`config.mk`:
```
export PLATFORM = sky130hd
export DESIGN_NAME = filter_backwash_sequencer
export DESIGN_NICKNAME = d
export VERILOG_FILES = /design/src/logic/backwash_pkg.sv /design/src/logic/filter_backwash_sequencer.sv
export SDC_FILE = /design/constraint.sdc
export NUM_CORES = 1
export LEC_CHECK = 0
export ABC_AREA = 1
export BUFFER_PORTS_ARGS = -buffer_cell sky130_fd_sc_hd__buf_2
export CORE_ASPECT_RATIO = 1.5
export CORE_MARGIN = 3
export CORE_UTILIZATION = 55
export CTS_CLUSTER_SIZE = 16
export DETAILED_ROUTE_END_ITERATION = 12
export HOLD_SLACK_MARGIN = 0.05
export PLACE_DENSITY = 0.75
export SETUP_SLACK_MARGIN = 0.15
export SLEW_MARGIN = 20
export SYNTH_ARGS = -nofsm -noshare
export SYNTH_HDL_FRONTEND = slang
export SYNTH_SLANG_ARGS = --single-unit
```
`constraint.sdc`:
```
create_clock -name pclk -period 2.52 [get_ports pclk]
set_clock_uncertainty 0.1 [all_clocks]
set_input_delay 0.126 -clock pclk [delete_from_list [all_inputs] [get_ports pclk]]
set_output_delay 0.126 -clock pclk [all_outputs]
set_load 0.02 [all_outputs]
```
`src/logic/backwash_pkg.sv`:
```
package backwash_pkg;

    localparam int CLK_HZ = 40_000_000;
    localparam int NUM_TANKS = 8;
    localparam int CLOSE_MIN_MS = 100;
    localparam int OPEN_MIN_MS = 500;
    localparam int CLOSE_CYCLES = (CLOSE_MIN_MS * (CLK_HZ / 1000));
    localparam int OPEN_CYCLES = (OPEN_MIN_MS * (CLK_HZ / 1000));
    localparam int DWELL_MS = 60_000;
    localparam int ALARM_COUNT = 4;
    localparam logic [7:0] STATION_RST = 8'h00;
    localparam logic [2:0] START_RST = 3'h0;

    localparam logic [31:0] ADDR_CTRL = 32'h0000_0000;
    localparam logic [31:0] ADDR_STATUS = 32'h0000_0004;
    localparam logic [31:0] ADDR_IRQ_STAT = 32'h0000_0008;
    localparam logic [31:0] ADDR_IRQ_MASK = 32'h0000_000C;
    localparam logic [31:0] ADDR_DWELL = 32'h0000_0010;

    localparam int IRQ_START = 0;
    localparam int IRQ_STEP = 1;
    localparam int IRQ_ALARM = 2;
    localparam int IRQ_DONE = 3;
    localparam int IRQ_W = 4;

    typedef enum logic [1:0] {
        ST_FILTER,
        ST_WASH
    } wash_state_e;

    typedef struct packed {
        logic [7:0] station;
        logic main_valve;
        logic aux_relay;
        logic alarm;
    } drive_s;

endpackage

```
`src/logic/filter_backwash_sequencer.sv`:
```
// Behaviour
// - The main-valve output is on for the whole backwash and off again in filtering.
// - With the pressure trip still active after a wash, the fourth consecutive start raises the alarm.
// - While the alarm is up a prompt flag is shown, and the plus key clears alarm and prompt.
// - An accepted remote closure starts a backwash regardless of the function selector.
// - A remote closure counts only after lasting at least 100 ms.
// - Contacts that stay closed after an accepted closure are ignored until they open.
// - An opening of at least half a second followed by a valid closure steps one tank.
// - Eight tank station outputs are driven besides the main-valve output.
// - The auxiliary relay output is energised while a backwash runs.
// - Each new backwash starts at the tank after the previous start tank.
`timescale 1ns/1ps
`default_nettype none
module filter_backwash_sequencer
    import backwash_pkg::*;
#(
    parameter int CLOSE_CYC = CLOSE_CYCLES,
    parameter int OPEN_CYC = OPEN_CYCLES
) (
    input wire logic pclk,
    input wire logic presetn,
    input wire logic psel,
    input wire logic penable,
    input wire logic pwrite,
    input wire logic [31:0] paddr,
    input wire logic [31:0] pwdata,
    output logic [31:0] prdata,
    output logic pready,
    output logic pslverr,
    input wire logic remote_start_contacts,
    input wire logic pressure_trip,
    input wire logic plus_key,
    input wire logic selector_start,
    output logic [7:0] station_out,
    output logic main_valve_out,
    output logic aux_relay_out,
    output logic alarm_out,
    output logic alarm_prompt,
    output logic irq
);

    // ------------------------------------------------------------
    // Input synchronisers
    // ------------------------------------------------------------
    logic [2:0] sync1_reg;
    logic [2:0] sync2_reg;
    logic rs_s;
    logic pd_s;
    logic key_s;
    logic key_d_reg;

    always_ff @(posedge pclk or negedge presetn) begin
        if (!presetn) begin
            sync1_reg <= 3'h0;
            sync2_reg <= 3'h0;
            key_d_reg <= 1'b0;
        end else begin
            sync1_reg <= {plus_key, pressure_trip, remote_start_contacts};
            sync2_reg <= sync1_reg;
            key_d_reg <= sync2_reg[2];
        end
    end
    assign rs_s = sync2_reg[0];
    assign pd_s = sync2_reg[1];
    assign key_s = sync2_reg[2] & ~key_d_reg;

    // ------------------------------------------------------------
    // Remote contact timing
    // ------------------------------------------------------------
    // Open time saturates, so a long idle gap still qualifies a step
    logic [31:0] close_cnt_reg;
    logic [31:0] open_cnt_reg;
    logic armed_reg;
    logic open_ok_reg;
    logic remote_hit;

    always_ff @(posedge pclk or negedge presetn) begin
        if (!presetn) begin
            close_cnt_reg <= 32'h0000_0000;
            open_cnt_reg <= 32'h0000_0000;
            armed_reg <= 1'b1;
            open_ok_reg <= 1'b1;
        end else if (rs_s) begin
            open_cnt_reg <= 32'h0000_0000;
            if (close_cnt_reg < 32'(CLOSE_CYC)) begin
                close_cnt_reg <= close_cnt_reg + 32'h0000_0001;
            end
            if (remote_hit) begin
                armed_reg <= 1'b0;
                open_ok_reg <= 1'b0;
            end
        end else begin
            close_cnt_reg <= 32'h0000_0000;
            if (open_cnt_reg < 32'(OPEN_CYC)) begin
                open_cnt_reg <= open_cnt_reg + 32'h0000_0001;
            end else begin
                open_ok_reg <= 1'b1;
            end
            if (open_cnt_reg >= 32'(OPEN_CYC)) begin
                armed_reg <= 1'b1;
            end
        end
    end
    assign remote_hit = rs_s && armed_reg && open_ok_reg
                        && (close_cnt_reg == 32'(CLOSE_CYC) - 32'h0000_0001);

    // ------------------------------------------------------------
    // Registers
    // ------------------------------------------------------------
    logic enable_reg;
    logic [31:0] dwell_reg;
    logic [IRQ_W-1:0] irq_stat_reg;
    logic [IRQ_W-1:0] irq_mask_reg;
    logic wr_en;
    logic [IRQ_W-1:0] ev;

    assign wr_en = psel && penable && pwrite;

    always_ff @(posedge pclk or negedge presetn) begin
        if (!presetn) begin
            enable_reg <= 1'b1;
            dwell_reg <= 32'(DWELL_MS) * 32'(CLK_HZ / 1000);
            irq_mask_reg <= '0;
        end else if (wr_en) begin
            if (paddr == ADDR_CTRL) begin
                enable_reg <= pwdata[0];
            end else if (paddr == ADDR_IRQ_MASK) begin
                irq_mask_reg <= pwdata[IRQ_W-1:0];
            end else if (paddr == ADDR_DWELL) begin
                dwell_reg <= pwdata;
            end
        end
    end

    // Set wins over a same-cycle write-one clear
    always_ff @(posedge pclk or negedge presetn) begin
        if (!presetn) begin
            irq_stat_reg <= '0;
        end else if (wr_en && paddr == ADDR_IRQ_STAT) begin
            irq_stat_reg <= (irq_stat_reg & ~pwdata[IRQ_W-1:0]) | ev;
        end else begin
            irq_stat_reg <= irq_stat_reg | ev;
        end
    end

    always_ff @(posedge pclk or negedge presetn) begin
        if (!presetn) begin
            irq <= 1'b0;
        end else begin
            irq <= |(irq_stat_reg & irq_mask_reg);
        end
    end

    // ------------------------------------------------------------
    // Sequencer
    // ------------------------------------------------------------
    wash_state_e state_reg;
    logic [2:0] tank_reg;
    logic [2:0] start_tank_reg;
    logic [2:0] steps_reg;
    logic [31:0] dwell_cnt_reg;
    logic [2:0] retry_cnt_reg;
    logic pd_after_reg;
    logic start_req;
    logic step_req;
    logic done;

    // Enable gates the local selector only; a remote closure always starts
    assign start_req = (state_reg == ST_FILTER)
                       && (remote_hit || (enable_reg && selector_start));
    assign step_req = (state_reg == ST_WASH) && remote_hit;
    assign done = (state_reg == ST_WASH) && (steps_reg == 3'h7)
                  && (step_req || dwell_cnt_reg >= dwell_reg);

    always_ff @(posedge pclk or negedge presetn) begin
        if (!presetn) begin
            state_reg <= ST_FILTER;
            tank_reg <= START_RST;
            start_tank_reg <= START_RST;
            steps_reg <= 3'h0;
            dwell_cnt_reg <= 32'h0000_0000;
        end else begin
            case (state_reg)
                ST_FILTER: begin
                    if (start_req) begin
                        state_reg <= ST_WASH;
                        tank_reg <= start_tank_reg;
                        start_tank_reg <= start_tank_reg + 3'h1;
                        steps_reg <= 3'h0;
                        dwell_cnt_reg <= 32'h0000_0000;
                    end
                end
                ST_WASH: begin
                    if (done) begin
                        state_reg <= ST_FILTER;
                    end else if (step_req || dwell_cnt_reg >= dwell_reg) begin
                        tank_reg <= tank_reg + 3'h1;
                        steps_reg <= steps_reg + 3'h1;
                        dwell_cnt_reg <= 32'h0000_0000;
                    end else begin
                        dwell_cnt_reg <= dwell_cnt_reg + 32'h0000_0001;
                    end
                end
                default: begin
                    state_reg <= ST_FILTER;
                end
            endcase
        end
    end

    assign ev = {done, 1'b0, step_req, start_req} | ({IRQ_W{1'b0}} | (IRQ_W'(
                (retry_cnt_reg == 3'(ALARM_COUNT - 1)) && start_req && pd_after_reg)
                << IRQ_ALARM));

    // ------------------------------------------------------------
    // Pressure alarm
    // ------------------------------------------------------------
    // Trip sampled at cycle end; a start with no trip resets the run
    always_ff @(posedge pclk or negedge presetn) begin
        if (!presetn) begin
            pd_after_reg <= 1'b0;
            retry_cnt_reg <= 3'h0;
            alarm_out <= 1'b0;
            alarm_prompt <= 1'b0;
        end else begin
            if (done) begin
                pd_after_reg <= pd_s;
            end
            if (start_req) begin
                if (!pd_after_reg) begin
                    retry_cnt_reg <= 3'h1;
                end else if (retry_cnt_reg < 3'(ALARM_COUNT)) begin
                    retry_cnt_reg <= retry_cnt_reg + 3'h1;
                end
            end
            if (start_req && pd_after_reg && retry_cnt_reg == 3'(ALARM_COUNT - 1)) begin
                alarm_out <= 1'b1;
                alarm_prompt <= 1'b1;
            end else if (key_s) begin
                alarm_out <= 1'b0;
                alarm_prompt <= 1'b0;
                retry_cnt_reg <= 3'h0;
            end
        end
    end

    // ------------------------------------------------------------
    // Outputs
    // ------------------------------------------------------------
    always_ff @(posedge pclk or negedge presetn) begin
        if (!presetn) begin
            station_out <= STATION_RST;
            main_valve_out <= 1'b0;
            aux_relay_out <= 1'b0;
        end else begin
            station_out <= (state_reg == ST_WASH) ? (8'h01 << tank_reg) : 8'h00;
            main_valve_out <= (state_reg == ST_WASH);
            aux_relay_out <= (state_reg == ST_WASH);
        end
    end

    // ------------------------------------------------------------
    // APB read side
    // ------------------------------------------------------------
    always_ff @(posedge pclk or negedge presetn) begin
        if (!presetn) begin
            prdata <= 32'h0000_0000;
            pready <= 1'b0;
            pslverr <= 1'b0;
        end else begin
            pready <= psel && !penable;
            pslverr <= 1'b0;
            prdata <= 32'h0000_0000;
            if (psel && !penable) begin
                if (paddr == ADDR_CTRL) begin
                    prdata <= {31'h0, enable_reg};
                end else if (paddr == ADDR_STATUS) begin
                    prdata <= {15'h0, station_out, 1'b0, retry_cnt_reg,
                               alarm_out, tank_reg, (state_reg == ST_WASH)};
                end else if (paddr == ADDR_IRQ_STAT) begin
                    prdata <= {28'h0, irq_stat_reg};
                end else if (paddr == ADDR_IRQ_MASK) begin
                    prdata <= {28'h0, irq_mask_reg};
                end else if (paddr == ADDR_DWELL) begin
                    prdata <= dwell_reg;
                end else begin
                    pslverr <= 1'b1;
                end
            end
        end
    end
endmodule // filter_backwash_sequencer
`default_nettype wire

```
==> run metrics <==
GR Layer Usage met2 53.27%; DR iter-0 viols 755; WP buf/inv 2; remaining global-route overflow 0; Setup TNS Final 0 ns; Tot Pwr 0.007031 W; wire per inst between 15 and 20 um; top cells by area, synth dfrtp_1 (43%), nand2_1 (14%), inv_1 (5.5%); endpoints failing setup 0; slowest cell delay on critical path 0.54 ns; met1 GRT Util 32.25%; sequential cell area between 5000 and 6000 um^2; sequential share of power between 40% and 50%; chip height roughly 180 um; core area ~20000 um^2; initial antenna violation count 0; Lkg Pwr 7.146 nW; Crit. End Element register; CTS tree done; Tmin final 2.364 ns; Async S/R FF share, synth 100.0%; starting density of the core 56.35%; Req. time, crit path 2.82 ns; number of library cell types mapped by synthesis 40; R2R Path End dwell_cnt_reg[27]; Post-Synthesis Cells between 1k and 1.5k; total CTS buffers 21; dpl hpwl 23.89 mm; Clk pwr share 48.7%; Post-Route WL 33.08 mm; CP most frequent cell nand2_1; Total Routing Usage GR between 20% and 30%; Hold Slack 0.08240 ns; max cap viols 0; Vias between 10k and 15k; Switch Pwr 0.001548 W; Max Clk Rate 423.0 MHz; pwr dens 504.8 nW/um^2; CP delay by family, top simple AND/OR/NAND/NOR gates; RSZ-0062 raised after global routing true; worst skew pair latency 0.51 ns; GP Congestion roughly 0.98; fin nets 1780; first-pass GRT wire length 52.70 mm; reg2reg path depth 15; leading area contributor after synthesis dfrtp_1; final hold vios 0; die footprint roughly 22000 um^2; htree depth 1; #FFs+latches synth 205; peak supply drop 0.5079 mV; Yosys top cell area share 42.76%; Cell Int Power between 0.005 and 0.006 W; clk buf depth 3; Syn Std Cell Area about 11000 um^2; Critical Path Start Type register; part of the power in combinational logic 4.1%; # diodes 0; syn nets 1573; sw frac 22.02%; Layout fillers 1621; die width 122.7 um; Slew headroom 62.01%; Crit-path slowest cell dfstp_2; critical path arrival 2.66 ns; Synth Flop Type dfrtp_1; M3 GR Usage 3.414%; worst path cell trace inv_2 -> ha_4 -> nand2_2 -> nand2_1 -> nand3_1 -> nand2_1 -> a21oi_2 -> nand2_2 -> nor2_4 -> nand2_8 -> nand2_8 -> nand2_8 -> clkbuf_16 -> nand2_1 -> nand2_1; Worst Tran Pin Value 0.5698 ns; outcome complete, no violations; pin count of the biggest net entering global routing 70; CP Class reg -> reg; cell area after layout 13930 um^2; yosys synthesis warning count 0; Final period util 93.82%; vias in the first global route roughly 11k; TritonRoute pass-1 iters 7; CTS Sinks about 210; fin. max-slew vios 0; Ports 120; Port Buffers 119; post-route ant nets 0; row cnt 63; Worst-path clk slew around 0.060 ns; area delta synth->final 23.94%; Root Driver clkbuf_16; worst min path class in -> async; reg-to-reg startpoint dwell_reg[25]; EDFF count, synth 0; placed cell areas 12380 um^2; layout cells sized above 1 18.79%; crit path max fanout 8; sequential element share of the synthesized area between 40% and 50%; reg-to-reg setup timing slack around 0.16 ns; syn avg cell area 7.728 um^2; DRC Markers 0; Vias per Instance roughly 5.5; most frequent cells in the layout nand2_1 (401), dfrtp_1 (188), inv_1 (155), nor2_1 (141), buf_2 (118); global route hottest layer met2; final core utilization 69.84%; multi-input logic area 5386 um^2; most common cell after layout, fill and taps aside nand2_1
==> final cells by class <==
| cell class | instances | share of cell area [%] |
|---|---|---|
| Timing Repair Buffer | 229 | 11.86 |
| Clock inverter | 13 | 1.384 |
| Inverter | 173 | 4.663 |
| Sequential cell | 205 | 36.99 |
| Tap cell | 260 | 2.336 |
| Multi-Input combinational cell | 1031 | 38.68 |
| Clock buffer | 25 | 4.097 |
==> Yosys cell counts (3+ instances only) <==
library cell,number
nand2_1,414
dfrtp_1,192
inv_1,164
nor2_1,144
nand3_1,115
nor3_1,62
nand4_1,51
o21ai_0,50
ha_1,46
a21oi_1,38
xor2_1,24
clkbuf_1,20
o21ai_1,16
buf_2,15
dfstp_2,13
nor3_2,12
xnor2_1,11
inv_2,8
nor4_1,7
a21o_1,6
o31ai_1,6
buf_1,4
nor2_4,4
buf_4,3
buf_6,3
nor2_2,3
==> per-stage QoR <==
step                setup WS [ns]  std cells
floorplan                  0.3623       1454
detailed placement        0.01155       1839
finish                     0.1557       1936
global route               0.1300       1936
CTS                        0.1508       1925
global placement          0.08731       1839
==> layer usage <==
layer | share of wire (%) | wire, um | up-vias
li1 | - | - | 5103
met2 | 52 | 17290 | 355
met4 | 7.3 | 2421 | 0
met5 | 0 | 0 | -
met3 | 4.4 | 1463 | 149
met1 | 36 | 11910 | 5035
==> worst max path at each step <==
stage                              to     startpoint  cells past startpoint  slack, ns
floorplan           dwell_cnt_reg[24]  dwell_reg[27]                     13       0.36
global placement     dwell_cnt_reg[6]  dwell_reg[27]                     13       0.09
detailed placement   dwell_cnt_reg[0]  dwell_reg[27]                     13       0.01
CTS                 dwell_cnt_reg[29]  dwell_reg[25]                     15       0.15
global route         dwell_cnt_reg[4]  dwell_reg[25]                     15       0.13
finish              dwell_cnt_reg[27]  dwell_reg[25]                     15       0.16
==> cell families (layout without fill, tap and decap cells) <==
group	Yosys count	in the layout	synth area share, %
buffers and inverters	218	440	7.750
AOI/OAI and AO/OA	121	121	5.734
xor gates and xnor gates	35	35	2.728
DFF	205	205	45.80
adders and majority gates	46	46	5.122
and+or+nand+nor	829	829	32.87
==> power groups by stage <==
stage               Clock [W]  Combinational, W  Sequential [W]
global placement            0          0.000233         0.00338
CTS                   0.00347          0.000291         0.00332
detailed placement          0          0.000240         0.00338
global route          0.00361          0.000325         0.00332
finish                0.00342          0.000291         0.00332
floorplan                   0         0.0000732         0.00338
==> timing repair <==
action                                  CTS  global route
buffers inserted                          2             7
hold buffers                             46             0
cloned                                    0             4
hold endpoints to repair                183             0
endpoints found under the setup margin   39            45
pin swaps                                 4            17
gates resized for setup                   4            45
No activity file was read; power rests on OpenSTA's default activity.
